==> src/ext_err_cfg.svh <==
// Constants for the external-interface error capture block.
// Assumes a 25 MHz core clock and a plain register port with one-cycle read data.
`ifndef EXT_ERR_CFG_SVH
`define EXT_ERR_CFG_SVH
`define EE_ADDR_W 4
`define EE_OFF_STATUS 4'h0
`define EE_OFF_ADDRESS_LO 4'h1
`define EE_OFF_ADDRESS_HI 4'h2
`define EE_OFF_SYNDROME 4'h3
`define EE_OFF_TAG_PROBE 4'h4
`define EE_OFF_FETCH_CTL 4'h5
`define EE_OFF_INT_SUMMARY 4'h6
`define EE_OFF_ICACHE_ERR 4'h7
`define EE_OFF_DCACHE_ERR 4'h8
`define EE_OFF_L2_STATUS 4'h9
`define EE_OFF_L2_ADDRESS 4'ha
`define EE_OFF_ARITH_SUM 4'hb
`define EE_OFF_ARITH_MASK 4'hc
`define EE_OFF_INT_CLEAR 4'hd
`define EE_ST_UNCORRECTABLE 0
`define EE_ST_SECOND 1
`define EE_ST_SOURCE 2
`define EE_ST_FILL_INSTR 3
`define EE_ST_TAG_PAR 4
`define EE_ST_TAG_CTL_PAR 5
`define EE_ST_CMD_PAR 6
`define EE_ST_CORRECTABLE 7
`define EE_ST_LOCKED 8
`define EE_FC_CORR_INT_EN 0
`define EE_FC_FIRMWARE_MODE 1
`define EE_FC_PARITY_MODE 2
`define EE_IS_CORR_PEND 0
`define EE_IS_SYS_PEND 1
`define EE_IC_TIMEOUT 11
`define EE_IC_LOCK 12
`define EE_ICACHE_UNLOCK 32'h0000_1800
`define EE_DCACHE_UNLOCK 32'h0000_0003
`define EE_DC_LOCK 1
`define EE_RESET_WORD 32'h0000_0000
`define EE_PARTIAL_RESET_CYCLES 4'h4
`endif

==> src/ext_err_pkg.sv <==
// Types shared by the external-interface error capture block.
// Assumes ext_err_cfg.svh for numeric layout.
package ext_err_pkg;
    typedef enum logic [2:0] {
        EV_NONE = 3'b000,
        EV_UNCORRECTABLE = 3'b001,
        EV_CORRECTABLE = 3'b010,
        EV_TAG_PARITY = 3'b011,
        EV_TAG_CTL_PARITY = 3'b100,
        EV_CMD_PARITY = 3'b101
    } err_kind_t;
    typedef struct packed {
        err_kind_t kind;
        logic from_system;
        logic instr_fill;
        logic cache_enabled;
        logic [35:0] addr;
        logic [15:0] syndrome;
        logic [15:0] byte_parity;
        logic [31:0] tag_probe;
    } err_report_t;
    typedef struct packed {
        logic [3:0] addr;
        logic [31:0] wdata;
        logic wr;
        logic rd;
    } reg_req_t;
    typedef enum logic [1:0] {
        PR_IDLE = 2'b00,
        PR_ACTIVE = 2'b01
    } preset_state_t;
endpackage

==> src/error_event_sorter.sv <==
// Reduces the fill, tag and command error strobes to one report per cycle.
// Assumes all strobes come from logic on clk_in; in parity mode the byte status replaces the syndrome.
`timescale 1ns/1ps
`default_nettype none
`include "ext_err_cfg.svh"
module error_event_sorter (
    input wire logic fill_unc_in,
    input wire logic fill_cor_in,
    input wire logic tag_par_in,
    input wire logic tag_ctl_par_in,
    input wire logic cmd_par_in,
    input wire logic parity_mode_in,
    input wire ext_err_pkg::err_report_t raw_in,
    output ext_err_pkg::err_report_t report_out,
    output logic multi_out
);
    logic [4:0] hits;
    always_comb begin
        hits = {fill_unc_in, fill_cor_in, tag_par_in, tag_ctl_par_in, cmd_par_in};
        multi_out = (hits & (hits - 5'h01)) != 5'h00;
        report_out = raw_in;
        if (parity_mode_in) begin
            report_out.syndrome = raw_in.byte_parity;
        end
        if (fill_unc_in) begin
            report_out.kind = ext_err_pkg::EV_UNCORRECTABLE;
        end else if (tag_par_in) begin
            report_out.kind = ext_err_pkg::EV_TAG_PARITY;
            report_out.from_system = 1'b0;
        end else if (tag_ctl_par_in) begin
            report_out.kind = ext_err_pkg::EV_TAG_CTL_PARITY;
            report_out.from_system = 1'b0;
        end else if (cmd_par_in) begin
            report_out.kind = ext_err_pkg::EV_CMD_PARITY;
            report_out.from_system = 1'b1;
        end else if (fill_cor_in) begin
            report_out.kind = ext_err_pkg::EV_CORRECTABLE;
        end else begin
            report_out.kind = ext_err_pkg::EV_NONE;
        end
    end
endmodule
`default_nettype wire

==> src/sys_signal_sync.sv <==
// Two-flop synchronisers for the pins that arrive from the system bus.
// Assumes the pins are asynchronous to clk_in; stage one feeds stage two only.
`timescale 1ns/1ps
`default_nettype none
module sys_signal_sync #(
    parameter int WIDTH = 6
) (
    input wire logic clk_in,
    input wire logic reset_in,
    input wire logic [WIDTH-1:0] async_in,
    output logic [WIDTH-1:0] sync_out
);
    logic [WIDTH-1:0] stage1_r;
    if (WIDTH < 1) begin : g_bad_width
        $error("WIDTH must be at least one");
    end
    for (genvar i = 0; i < WIDTH; i++) begin : g_bit
        always_ff @(posedge clk_in) begin
            if (reset_in) begin
                stage1_r[i] <= 1'b0;
                sync_out[i] <= 1'b0;
            end else begin
                stage1_r[i] <= async_in[i];
                sync_out[i] <= stage1_r[i];
            end
        end
    end
endmodule
`default_nettype wire

==> src/external_error_capture_machine_check_trap.sv <==
// Error capture and machine-check logic for the external cache and system bus interface.
// Assumes error strobes from the fill and tag logic on clk_in; system pins arrive asynchronously.
`timescale 1ns/1ps
`default_nettype none
`include "ext_err_cfg.svh"
module external_error_capture_machine_check_trap (
    input wire logic clk_in,
    input wire logic reset_in,
    input wire ext_err_pkg::reg_req_t req_in,
    output logic [31:0] rdata_out,
    input wire logic fill_unc_in,
    input wire logic fill_cor_in,
    input wire logic tag_par_in,
    input wire logic tag_ctl_par_in,
    input wire logic cmd_par_in,
    input wire ext_err_pkg::err_report_t raw_in,
    input wire logic tag_match_in,
    input wire logic tag_dirty_in,
    input wire logic cache_read_out_in,
    input wire logic [127:0] cache_data_in,
    input wire logic fetch_timer_expired_in,
    input wire logic interrupt_level31_in,
    input wire logic l2_error_in,
    input wire logic [31:0] l2_status_in,
    input wire logic [35:0] l2_address_in,
    input wire logic icache_error_in,
    input wire logic dcache_error_in,
    input wire logic arith_event_in,
    input wire logic [31:0] arith_bits_in,
    input wire logic fill_fault_pin_in,
    input wire logic system_check_pin_in,
    input wire logic cmd_fail_pin_in,
    input wire logic cmd_ack_pin_in,
    input wire logic sysclk_edge_pin_in,
    input wire logic valid_cmd_pin_in,
    output logic machine_check_trap_out,
    output logic correctable_int_out,
    output logic system_check_int_out,
    output logic negative_acknowledge_out,
    output logic partial_reset_out,
    output logic dcache_invalidate_out,
    output logic cache_hit_out,
    output logic victim_writeback_out,
    output logic [127:0] sys_data_out
);
    logic [4:0] pins_sync;
    ext_err_pkg::err_report_t report;
    logic multi;
    logic [8:0] status_r;
    logic [35:0] address_r;
    logic [15:0] syndrome_r;
    logic [31:0] tag_probe_r;
    logic [2:0] fetch_ctl_r;
    logic [1:0] int_summary_r;
    logic [12:0] icache_err_r;
    logic [1:0] dcache_err_r;
    logic [31:0] l2_status_r;
    logic [35:0] l2_address_r;
    logic l2_locked_r;
    logic [31:0] arith_sum_r;
    logic [31:0] arith_mask_r;
    logic arith_locked_r;
    logic prev_nop_err_r;
    logic [3:0] preset_cnt_r;
    ext_err_pkg::preset_state_t preset_state_r;
    logic any_error;
    logic hard_error;
    logic locked;
    logic timeout_event;
    logic cmd_fail_event;
    logic wr_hit;
    logic rd_hit;

    sys_signal_sync #(
        .WIDTH(5)
    ) u_sync (
        .clk_in(clk_in),
        .reset_in(reset_in),
        .async_in({fill_fault_pin_in, system_check_pin_in, cmd_fail_pin_in, cmd_ack_pin_in,
            sysclk_edge_pin_in}),
        .sync_out(pins_sync)
    );

    error_event_sorter u_sort (
        .fill_unc_in(fill_unc_in),
        .fill_cor_in(fill_cor_in),
        .tag_par_in(tag_par_in),
        .tag_ctl_par_in(tag_ctl_par_in),
        .cmd_par_in(cmd_par_in),
        .parity_mode_in(fetch_ctl_r[`EE_FC_PARITY_MODE]),
        .raw_in(raw_in),
        .report_out(report),
        .multi_out(multi)
    );

    // A command fail only counts in a sysclk cycle that carries no acknowledge.
    assign cmd_fail_event = pins_sync[0] && pins_sync[2] && !pins_sync[1];
    assign timeout_event = fetch_timer_expired_in || cmd_fail_event;
    assign any_error = report.kind != ext_err_pkg::EV_NONE;
    assign hard_error = any_error && report.kind != ext_err_pkg::EV_CORRECTABLE;
    // A status read in the same cycle as a new error unlocks first, so that error is captured fresh.
    assign locked = status_r[`EE_ST_LOCKED] && !(rd_hit && req_in.addr == `EE_OFF_STATUS);
    assign wr_hit = req_in.wr;
    assign rd_hit = req_in.rd;

    // Capture state: only the first error is kept, so firmware sees the root cause.
    always_ff @(posedge clk_in) begin
        if (reset_in) begin
            status_r <= 9'h000;
            address_r <= 36'h0_0000_0000;
            syndrome_r <= 16'h0000;
            tag_probe_r <= `EE_RESET_WORD;
        end else begin
            if (rd_hit && req_in.addr == `EE_OFF_STATUS) begin
                status_r <= 9'h000;
            end
            if (any_error && locked) begin
                status_r[`EE_ST_SECOND] <= 1'b1;
            end else if (any_error) begin
                status_r <= 9'h000;
                status_r[`EE_ST_LOCKED] <= 1'b1;
                status_r[`EE_ST_SECOND] <= multi;
                status_r[`EE_ST_UNCORRECTABLE] <= report.kind == ext_err_pkg::EV_UNCORRECTABLE;
                status_r[`EE_ST_CORRECTABLE] <= report.kind == ext_err_pkg::EV_CORRECTABLE;
                status_r[`EE_ST_TAG_PAR] <= report.kind == ext_err_pkg::EV_TAG_PARITY;
                status_r[`EE_ST_TAG_CTL_PAR] <= report.kind == ext_err_pkg::EV_TAG_CTL_PARITY;
                status_r[`EE_ST_CMD_PAR] <= report.kind == ext_err_pkg::EV_CMD_PARITY;
                status_r[`EE_ST_SOURCE] <= report.from_system;
                status_r[`EE_ST_FILL_INSTR] <= report.instr_fill;
                address_r <= report.addr;
                syndrome_r <= report.syndrome;
                if (report.kind != ext_err_pkg::EV_CORRECTABLE && report.cache_enabled) begin
                    tag_probe_r <= report.tag_probe;
                end
            end
        end
    end

    // Trap and acknowledge outputs; fill fault traps but leaves no status behind.
    always_ff @(posedge clk_in) begin
        if (reset_in) begin
            machine_check_trap_out <= 1'b0;
            negative_acknowledge_out <= 1'b0;
            prev_nop_err_r <= 1'b0;
            dcache_invalidate_out <= 1'b0;
        end else begin
            machine_check_trap_out <= hard_error || pins_sync[4] || timeout_event;
            // An errored NOP followed by a valid command draws a negative acknowledge for that command too.
            negative_acknowledge_out <= cmd_par_in || (prev_nop_err_r && valid_cmd_pin_in);
            prev_nop_err_r <= cmd_par_in && !valid_cmd_pin_in;
            dcache_invalidate_out <= report.kind == ext_err_pkg::EV_CORRECTABLE;
        end
    end

    // The fill data path itself corrects single-bit errors; this block only registers hit, victim and outgoing cache data.
    always_ff @(posedge clk_in) begin
        if (reset_in) begin
            cache_hit_out <= 1'b0;
            victim_writeback_out <= 1'b0;
            sys_data_out <= 128'h0;
        end else begin
            cache_hit_out <= tag_match_in;
            victim_writeback_out <= tag_dirty_in;
            if (cache_read_out_in) begin
                sys_data_out <= cache_data_in;
            end
        end
    end

    // Interrupt summary and gating.
    always_ff @(posedge clk_in) begin
        if (reset_in) begin
            int_summary_r <= 2'b00;
            correctable_int_out <= 1'b0;
            system_check_int_out <= 1'b0;
        end else begin
            if (wr_hit && req_in.addr == `EE_OFF_INT_CLEAR) begin
                int_summary_r <= int_summary_r & ~req_in.wdata[1:0];
            end
            if (report.kind == ext_err_pkg::EV_CORRECTABLE) begin
                int_summary_r[`EE_IS_CORR_PEND] <= 1'b1;
            end
            if (pins_sync[3]) begin
                int_summary_r[`EE_IS_SYS_PEND] <= 1'b1;
            end
            correctable_int_out <= int_summary_r[`EE_IS_CORR_PEND] &&
                fetch_ctl_r[`EE_FC_CORR_INT_EN];
            system_check_int_out <= int_summary_r[`EE_IS_SYS_PEND] && !interrupt_level31_in &&
                !fetch_ctl_r[`EE_FC_FIRMWARE_MODE];
        end
    end

    // Partial reset pulse; internal registers are untouched by it.
    always_ff @(posedge clk_in) begin
        if (reset_in) begin
            preset_state_r <= ext_err_pkg::PR_IDLE;
            preset_cnt_r <= 4'h0;
            partial_reset_out <= 1'b0;
        end else begin
            case (preset_state_r)
                ext_err_pkg::PR_IDLE: begin
                    if (timeout_event) begin
                        preset_state_r <= ext_err_pkg::PR_ACTIVE;
                        preset_cnt_r <= `EE_PARTIAL_RESET_CYCLES;
                        partial_reset_out <= 1'b1;
                    end
                end
                ext_err_pkg::PR_ACTIVE: begin
                    preset_cnt_r <= preset_cnt_r - 4'h1;
                    if (preset_cnt_r == 4'h1) begin
                        preset_state_r <= ext_err_pkg::PR_IDLE;
                        partial_reset_out <= 1'b0;
                    end
                end
                default: begin
                    preset_state_r <= ext_err_pkg::PR_IDLE;
                    partial_reset_out <= 1'b0;
                end
            endcase
        end
    end

    // Cache error status registers with their unlock writes.
    always_ff @(posedge clk_in) begin
        if (reset_in) begin
            icache_err_r <= 13'h0000;
            dcache_err_r <= 2'b00;
            fetch_ctl_r <= 3'b000;
        end else begin
            if (wr_hit && req_in.addr == `EE_OFF_FETCH_CTL) begin
                fetch_ctl_r <= req_in.wdata[2:0];
            end
            if (wr_hit && req_in.addr == `EE_OFF_ICACHE_ERR && req_in.wdata == `EE_ICACHE_UNLOCK) begin
                icache_err_r <= 13'h0000;
            end
            if (wr_hit && req_in.addr == `EE_OFF_DCACHE_ERR && req_in.wdata == `EE_DCACHE_UNLOCK) begin
                dcache_err_r <= 2'b00;
            end
            if (icache_error_in) begin
                icache_err_r[`EE_IC_LOCK] <= 1'b1;
            end
            if (timeout_event) begin
                icache_err_r[`EE_IC_TIMEOUT] <= 1'b1;
            end
            if (dcache_error_in) begin
                dcache_err_r[`EE_DC_LOCK] <= 1'b1;
            end
        end
    end

    // Second-level cache and arithmetic exception registers.
    always_ff @(posedge clk_in) begin
        if (reset_in) begin
            l2_status_r <= `EE_RESET_WORD;
            l2_address_r <= 36'h0_0000_0000;
            l2_locked_r <= 1'b0;
            arith_sum_r <= `EE_RESET_WORD;
            arith_mask_r <= `EE_RESET_WORD;
            arith_locked_r <= 1'b0;
        end else begin
            if (rd_hit && req_in.addr == `EE_OFF_L2_STATUS) begin
                l2_locked_r <= 1'b0;
            end
            if (l2_error_in && !l2_locked_r) begin
                l2_status_r <= l2_status_in;
                l2_address_r <= l2_address_in;
                l2_locked_r <= 1'b1;
            end
            if (wr_hit && req_in.addr == `EE_OFF_ARITH_SUM) begin
                arith_sum_r <= `EE_RESET_WORD;
                arith_locked_r <= 1'b0;
            end
            if (arith_event_in) begin
                arith_sum_r <= arith_sum_r | arith_bits_in;
                if (!arith_locked_r) begin
                    arith_mask_r <= arith_bits_in;
                    arith_locked_r <= 1'b1;
                end
            end
        end
    end

    // Read port: data stand in the cycle after the strobe only.
    always_ff @(posedge clk_in) begin
        if (reset_in) begin
            rdata_out <= `EE_RESET_WORD;
        end else if (rd_hit) begin
            case (req_in.addr)
                `EE_OFF_STATUS: rdata_out <= {23'h0, status_r};
                `EE_OFF_ADDRESS_LO: rdata_out <= {address_r[27:0], 4'h0};
                `EE_OFF_ADDRESS_HI: rdata_out <= {24'h0, address_r[35:28]};
                `EE_OFF_SYNDROME: rdata_out <= {16'h0, syndrome_r};
                `EE_OFF_TAG_PROBE: rdata_out <= tag_probe_r;
                `EE_OFF_FETCH_CTL: rdata_out <= {29'h0, fetch_ctl_r};
                `EE_OFF_INT_SUMMARY: rdata_out <= {30'h0, int_summary_r};
                `EE_OFF_ICACHE_ERR: rdata_out <= {19'h0, icache_err_r};
                `EE_OFF_DCACHE_ERR: rdata_out <= {30'h0, dcache_err_r};
                `EE_OFF_L2_STATUS: rdata_out <= l2_status_r;
                `EE_OFF_L2_ADDRESS: rdata_out <= {l2_address_r[27:0], 4'h0};
                `EE_OFF_ARITH_SUM: rdata_out <= arith_sum_r;
                `EE_OFF_ARITH_MASK: rdata_out <= arith_mask_r;
                default: rdata_out <= `EE_RESET_WORD;
            endcase
        end else begin
            rdata_out <= `EE_RESET_WORD;
        end
    end
endmodule
`default_nettype wire

==> config.mk <==
export PLATFORM = sky130hd
export DESIGN_NAME = external_error_capture_machine_check_trap
export DESIGN_NICKNAME = d
export VERILOG_FILES = /design/src/ext_err_pkg.sv /design/src/error_event_sorter.sv /design/src/sys_signal_sync.sv /design/src/external_error_capture_machine_check_trap.sv
export VERILOG_INCLUDE_DIRS = /design/src /design/src/src
export SDC_FILE = /design/constraint.sdc
export NUM_CORES = 1
export LEC_CHECK = 0
export ABC_AREA = 1
export BUFFER_PORTS_ARGS = -buffer_cell sky130_fd_sc_hd__buf_2
export CORE_AREA = 2 2 218 220
export DETAILED_ROUTE_END_ITERATION = 10
export DIE_AREA = 0 0 220 222
export MAX_ROUTING_LAYER = met4
export PLACE_DENSITY = 0.63
export SYNTH_ARGS = -nofsm -noshare
export SYNTH_HDL_FRONTEND = slang
export SYNTH_HIERARCHICAL = 1
export SYNTH_SLANG_ARGS = --single-unit
==> constraint.sdc <==
create_clock -name clk_in -period 3.8 [get_ports clk_in]
set_clock_uncertainty 0.05 [all_clocks]
set_input_delay 0.19 -clock clk_in [delete_from_list [all_inputs] [get_ports clk_in]]
set_output_delay 0.19 -clock clk_in [all_outputs]
set_load 0.05 [all_outputs]
==> reports/qor.csv, run 1 <==
metric,value,unit
multiInputGateArea,6180,sq um
r2r_setup_slack,1460,ps
area_growth_syn_to_layout,47.1,%
timing.slew.headroom,32.8,%
regArea,8210,sq um
cts_root_buf,clkbuf_16,
timing.rr.start,status_r[8],
crit_type,primary input to register,
stdcell_area,23900,sq um
clock_path_buffers,3,
cellLeakagePower,10.9,nW
die_x,220,um
post-route-drc-count,0,
postCtsSetupBuffers,0,
rows,79,
grt_use_total,27.2,%
clkLatencyLatePin,580,ps
layout-drive-gt1-share,22.7,%
die_h,222,um
drt_iter0_drc,1136,
cts.clk_slew.worst_paths,60,ps
synth_fp_nets,2589,
fill_cells,4350,
postRouteAntennaNets,0,
grt-ovfl-total,0,
tightest_slew,1010,ps
wire_per_inst,18.6,um
die_area,48800,sq um
cts_num_sinks,410,
cts-htree-levels,2,
cp-start-kind,primary input,
placed_cell_area,18900,sq um
grt_first_pass_wirelength,99200,um
arrival,3430,ps
syn_area,16300,sq um
syn_area_per_cell,7.41,sq um
final_nets,3341,
wl,66800,um
cts_inserted_buffers,46,
num_vias,17500,
io_buffers,550,
powerDensity,478,nW/um^2
core,46300,sq um
ys.warnings.count,6,
status,"finished, final reports clean",
hp-class,primary input to register,
worstPathRequired,4280,ps
final.setup.tns,0,ps
start_util,35.1,%
final.period_utilization,77.7,%
grt_pass1_vias,17500,
gp_congestion,0.916,
drtPass1Iterations,5,
clock.fmax,339,MHz
cts_tree,built,
final-setup-viol-count,0,
hold_viol_final,0,
min_from,raw_in[58],
ioPinCount,562,
vdd_drop_max,0.000379,V
ff2ff_path_depth,5,
min_period,2950,ps
grt_start_max_net_pins,114,
via_per_inst,4.87,
r2r_end,status_r[3],
critPathCaptureType,register,
crit_fanout,65,
slew_violations,0,
hold-path-endpoint,syndrome_r[10],
antenna_found_initial,9,
synthCells,2193,
cap_violations,0,
dpl.hpwl,46600,um
min_path_cells,5,
grt_setup_unrepaired,false,
[worst max-delay path by stage]
stage / startpoint / end / slack (ps) / cells past startpoint
after floorplan: cmd_par_in / tag_probe_r[12] / 1980 / 9
after global placement: req_in[34] / tag_probe_r[20] / 1080 / 11
after detailed placement: req_in[34] / tag_probe_r[22] / 970 / 10
after CTS: cmd_par_in / status_r[3] / 900 / 12
after global routing: cmd_par_in / status_r[3] / 610 / 12
final: cmd_par_in / status_r[3] / 850 / 12
[routing by layer]
metal  share of wire (%)  GRT usage (%)  wire length, um
met4                 5.2           13.5             3440
met3                 6.6           4.27             4400
met5                   0              -                0
met2                  50           47.3            33200
met1                  39           29.9            25700
[worst max-delay path, cell delays in order]
cell           delay, ps
dlygate4sd3_1        530
buf_2                150
nor2_1               220
nor2_1                60
nor2_1               210
inv_1                150
nand2_1              120
buf_4                320
nand2_2              410
buf_12               330
a21oi_1              140
dlygate4sd3_1        560
[report_power, final]
group / total (W) / internal, W / switching [W] / leakage [nW]
logic: 0.00184 / 0.000679 / 0.00116 / 6.75
clock network: 0.00487 / 0.00300 / 0.00187 / 0.810
registers: 0.00472 / 0.00460 / 0.000119 / 3.39
total: 0.0114 / 0.00828 / 0.00315 / 10.9
[placed cells by master (no fill, tap or decap), types with 4 or more instances in the layout]
cell,instances
inv_1,196
nor3_1,25
clkbuf_8,13
nand2_1,231
nand2_2,4
o21ai_2,5
nand4_1,11
buf_2,549
clkbuf_16,47
dfxtp_1,410
bufinv_16,7
clkbuf_1,7
inv_2,4
a21oi_1,218
o22ai_1,49
o21ai_0,303
diode_2,10
o21ai_1,4
nor2_1,465
clkinv_2,4
buf_4,26
dlygate4sd3_1,330
nand3_1,45
[cell type report]
class	count	share of cell area (%)
diodes	10	0.105
flip-flops and latches	410	34.3
clock buffers	67	5.78
well taps	607	3.18
repair buffers	908	26.4
clock inverters	16	1.18
inverters	202	3.20
multi-input cells	1377	25.9
[flip-flops by register name (all words and copies together) (netlist names), 28 cells and up]
signal        cells
address_r        36
arith_mask_r     32
arith_sum_r      32
l2_address_r     28
l2_status_r      32
rdata_out        32
sys_data_out    128
tag_probe_r      32
[metrics by stage]
step	worst slack (ps)	total power (W)	hold slack, ps	utilization (%)	instances
final	846	0.0114	12.3	51.7	3597
after floorplan	1980	0.00582	217	-	2193
after global placement	1080	0.00632	318	40.9	3174
after global routing	609	0.0119	28.6	51.7	3596
after CTS	899	0.0115	1.06	51.6	3587
after detailed placement	972	0.00635	322	40.9	3174
[timing repair]
action                                  4_1_cts  5_1_grt
gates resized for setup                       0        0
endpoints found under the hold margin       358        0
endpoints found under the setup margin        0        0
hold buffers                                330        0
Power figures use the tool's default switching activity.
==> run 2, diff against run 1 <==
ABC_AREA = 0   (was 1)
CORE_AREA = 2 2 219 221   (was 2 2 218 220)
DIE_AREA = 0 0 221 223   (was 0 0 220 222)
clock period = 2.81 ns   (was 3.8 ns; I/O delays follow)
==> reports/qor.csv, run 2 <==
metric,value,unit
antenna_found_initial,19,
final.period_utilization,87.8,%
grt_start_max_net_pins,129,
cts.clk_slew.worst_paths,60,ps
cap_violations,0,
die_h,223,um
place_inst,2832,
wl,71200,um
holdWs,14.9,ps
clkLatencyLatePin,600,ps
layoutNonFillerInstCount,3368,
grt-ovfl-total,0,
regArea,8210,sq um
grt_pass1_vias,18100,
swShare,28.0,%
final_nets,3092,
final_cell_mix,"buf_2, dlygate4sd3_1, dfxtp_1, a21oi_1, nand2_1",
comb_power_share,16.8,%
wl_met2,34300,um
clock.fmax,405,MHz
cp-start-kind,primary input,
postRouteAntennaNets,0,
die_x,221,um
top_register,sys_data_out,
via_per_inst,5.25,
ys.warnings.count,6,
cts_inserted_buffers,46,
wl_met3,5750,um
slew_violations,0,
cts_root_buf,clkbuf_16,
cts_tree,built,
grt_use_total,28.5,%
worstPathRequired,3250,ps
multiInputGateArea,7120,sq um
dpl.hpwl,44600,um
synth_fp_nets,2252,
cellLeakagePower,11.1,nW
p_sw,0.00425,W
critPathCaptureType,register,
grt_first_pass_wirelength,107000,um
status,"finished, final reports clean",
internal_power,0.0109,W
io_buffers,550,
num_vias,17700,
stdcell_area,25200,sq um
drtPass1Iterations,7,
layout_commonest_cell,buf_2,
grt_setup_unrepaired,false,
die_area,49300,sq um
vdd_drop_max,0.000498,V
clock_path_buffers,3,
syn_area_per_cell,8.87,sq um
tightest_slew,1180,ps
gp_congestion,0.831,
min_period,2470,ps
cts_num_sinks,410,
ioPinCount,562,
final.setup.tns,0,ps
pwr-share-seq,41.8,%
final-setup-viol-count,0,
power.share.clock,41.4,%
rows,80,
reg.largest.list,"sys_data_out x128, address_r x36",
cts_resized,0,
fill_cells,4020,
powerDensity,601,nW/um^2
post-route-drc-count,0,
layout-drive-gt1-share,25.9,%
start_util,34.9,%
arrival,2910,ps
crit_type,primary input to register,
hp-class,primary input to register,
syn_area,16500,sq um
core,47100,sq um
timing.slew.headroom,20.9,%
synthCells,1856,
largest_reg_flops,128,
wire_per_inst,21.1,um
met1Wirelength,28200,um
crit_fanout,13,
placed_cell_area,19300,sq um
maxUsedRoutingLayer,met4,
area_growth_syn_to_layout,53.2,%
cts-htree-levels,2,
drt_iter0_drc,1698,
hold_viol_final,0,
run 2: path summary, 6_finish.rpt:
path	start	endpoint	slack, ps	cells past startpoint
max	req_in[37]	dcache_err_r[1]	340	9
min	req_in[13]	icache_err_r[12]	10	4
max reg2reg	status_r[8]	tag_probe_r[19]	500	4
min reg2reg	u_sync/sync_out[3]	int_summary_r[1]	400	2
run 2: area by class of cell:
type | count | share of cell area, %
Timing Repair Buffer | 1020 | 29.6
Multi-Input combinational cell | 1208 | 28.2
Clock inverter | 16 | 0.912
Clock buffer | 67 | 5.31
Inverter | 10 | 0.149
Sequential cell | 410 | 32.5
Tap cell | 615 | 3.05
Antenna cell | 22 | 0.218
run 2: per-layer routing:
metal,up-vias,GRT usage (%)
li1,8117,-
met1,8431,33.3
met3,183,6.59
met5,-,-
met2,936,47.0
met4,0,12.1
run 2: repair_timing:
item                                   4_1_cts  5_1_grt
setup buffers                                0        0
hold buffers                               431        0
endpoints found under the hold margin      366        0
run 2: power by group through the flow:
| stage | clock network (W) | registers, W | logic, W |
|---|---|---|---|
| final | 0.00628 | 0.00635 | 0.00255 |
| after global routing | 0.00659 | 0.00638 | 0.00269 |
| after CTS | 0.00635 | 0.00633 | 0.00248 |
| after detailed placement | 0 | 0.00646 | 0.00199 |
| after global placement | 0 | 0.00645 | 0.00195 |
| after floorplan | 0 | 0.00682 | 0.000882 |
run 2: critical path, cell delays in order:
cell,delay (ps)
dlygate4sd3_1,540
buf_2,300
buf_4,280
nor2b_2,180
buf_4,290
nand4b_1,150
nor4b_1,300
a211oi_1,120
dlygate4sd3_1,600
run 2: per-stage QoR:
stage,worst slack (ps),power (W),util [%]
floorplan,930,0.00770,-
global placement,503,0.00840,40.9
detailed placement,433,0.00845,40.9
CTS,459,0.0152,53.4
global route,310,0.0157,53.5
finish,343,0.0152,53.5
==> run 3, diff against run 2 <==
REMOVE_ABC_BUFFERS = 1   (was unset)
==> reports/qor.csv, run 3 (synthesis gave the netlist of run 2 again) <==
metric,value,unit
via_per_inst,5.30,
vdd_drop_max,0.000590,V
slew_violations,0,
grt_start_max_net_pins,157,
grt_use_total,29.0,%
multiInputGateArea,7120,sq um
cp_cell_sequence,dlygate4sd3_1 > buf_2 > o21a_1 > nor3_2 > buf_4 > o21ai_0 > a21oi_1 > dlygate4sd3_1,
place_inst,2840,
die_area,49300,sq um
final-setup-viol-count,0,
clkLatencyLatePin,580,ps
layout_commonest_cell,buf_2,
r2r_setup_slack,580,ps
drt_iter0_drc,1615,
core,47100,sq um
cts-htree-levels,2,
placed_cell_area,19300,sq um
cellLeakagePower,10.8,nW
grt_pass1_vias,17900,
arrival,3040,ps
wire_per_inst,21.8,um
finish.utilization,52.6,%
stdcell_area,24800,sq um
final.period_utilization,91.5,%
antenna_found_initial,12,
crit_fanout,59,
min_from,arith_event_in,
hold_viol_final,0,
die_x,221,um
grt_first_pass_wirelength,107000,um
gp_congestion,0.900,
worstPathRequired,3280,ps
crit_top_cell,dlygate4sd3_1,
io_buffers,550,
dp_slack,381,ps
grt-ovfl-total,0,
final_nets,3058,
die_h,223,um
cts_num_sinks,410,
postRouteAntennaNets,0,
ioPinCount,562,
crit_type,primary input to register,
cp-startpoint,cmd_par_in,
hp-class,primary input to register,
powerDensity,603,nW/um^2
regArea,8210,sq um
clock.fmax,389,MHz
cp-start-kind,primary input,
dpl.hpwl,47200,um
reg.largest.list,"sys_data_out x128, address_r x36",
post-route-drc-count,0,
postCtsSetupBuffers,0,
grt_setup_unrepaired,false,
cts_root_buf,clkbuf_16,
clock_path_buffers,3,
area_growth_syn_to_layout,50.6,%
num_vias,17700,
path_delay_family,buffers and inverters,
status,"finished, final reports clean",
drtPass1Iterations,7,
critical_path.slowest_cell,buf_4,
wl,72800,um
critPathCaptureType,register,
largest_reg_flops,128,
timing.rr.start,status_r[8],
cts.clk_slew.worst_paths,60,ps
fill_cells,4082,
top_register,sys_data_out,
timing.final.ws_setup,239,ps
start_util,34.9,%
layout-drive-gt1-share,26.4,%
final_cell_mix,"buf_2, dfxtp_1, dlygate4sd3_1, a21oi_1, nand2_1",
max_stage_delay,640,ps
rows,80,
tightest_slew,1010,ps
critPathBufInv,4,
timing.slew.headroom,32.6,%
min_period,2570,ps
cap_violations,0,
cts_inserted_buffers,46,
layoutNonFillerInstCount,3333,
cts_tree,built,
==> run 3: changes by cell type in the layout (fill, tap and decap cells not counted), sizes merged <==
cell	before	now
bufinv	4	2
dlygate4sd3	431	389
buf	589	597
inv	12	11
clkbuf	67	71
diode	22	20
==> run 3: layer usage <==
| layer | wire, um | up-vias | GRT usage [%] |
|---|---|---|---|
| met4 | 3880 | 0 | 14.1 |
| met1 | 27500 | 8426 | 32.4 |
| li1 | - | 8068 | - |
| met5 | 0 | - | - |
| met2 | 36100 | 954 | 49.9 |
| met3 | 5310 | 204 | 5.56 |
==> run 3: metrics by stage <==
step                      power, W  TNS (ps)  hold slack (ps)
after global placement     0.00845         0              268
after CTS                   0.0150         0             12.2
after floorplan            0.00746    -45380              160
final                       0.0150         0             42.9
after global routing        0.0154         0             36.3
after detailed placement   0.00849         0              276
==> run 3: tightest hold or removal path, delay by kind of cell <==
family	cells	cell delay (ps)
buf+inv	1	130
simple gates	2	290
compound gates	1	50
==> run 3: layout make-up <==
type | count | area share [%]
clock buffers | 71 | 5.60
flip-flops and latches | 410 | 33.1
multi-input cells | 1208 | 28.7
inverters | 10 | 0.151
clock inverters | 13 | 0.515
diodes | 20 | 0.202
repair buffers | 986 | 28.6
well taps | 615 | 3.10
==> run 3: power breakdown <==
| part | internal (W) | switching [W] | total (W) |
|---|---|---|---|
| logic | 0.00103 | 0.00150 | 0.00253 |
| clock network | 0.00359 | 0.00249 | 0.00608 |
| registers | 0.00615 | 0.000189 | 0.00634 |
==> run 3: path summary, 6_finish.rpt <==
path,depth (start not counted),end
worst max-delay path,8,address_r[35]
worst min-delay path,4,arith_mask_r[0]
worst max register to register,4,address_r[35]
worst min register to register,1,u_sync/sync_out[4]
==> run 3: repair_timing <==
action,CTS,global route
endpoints found under the hold margin,370,0
gates resized for setup,0,0
hold buffers,389,0
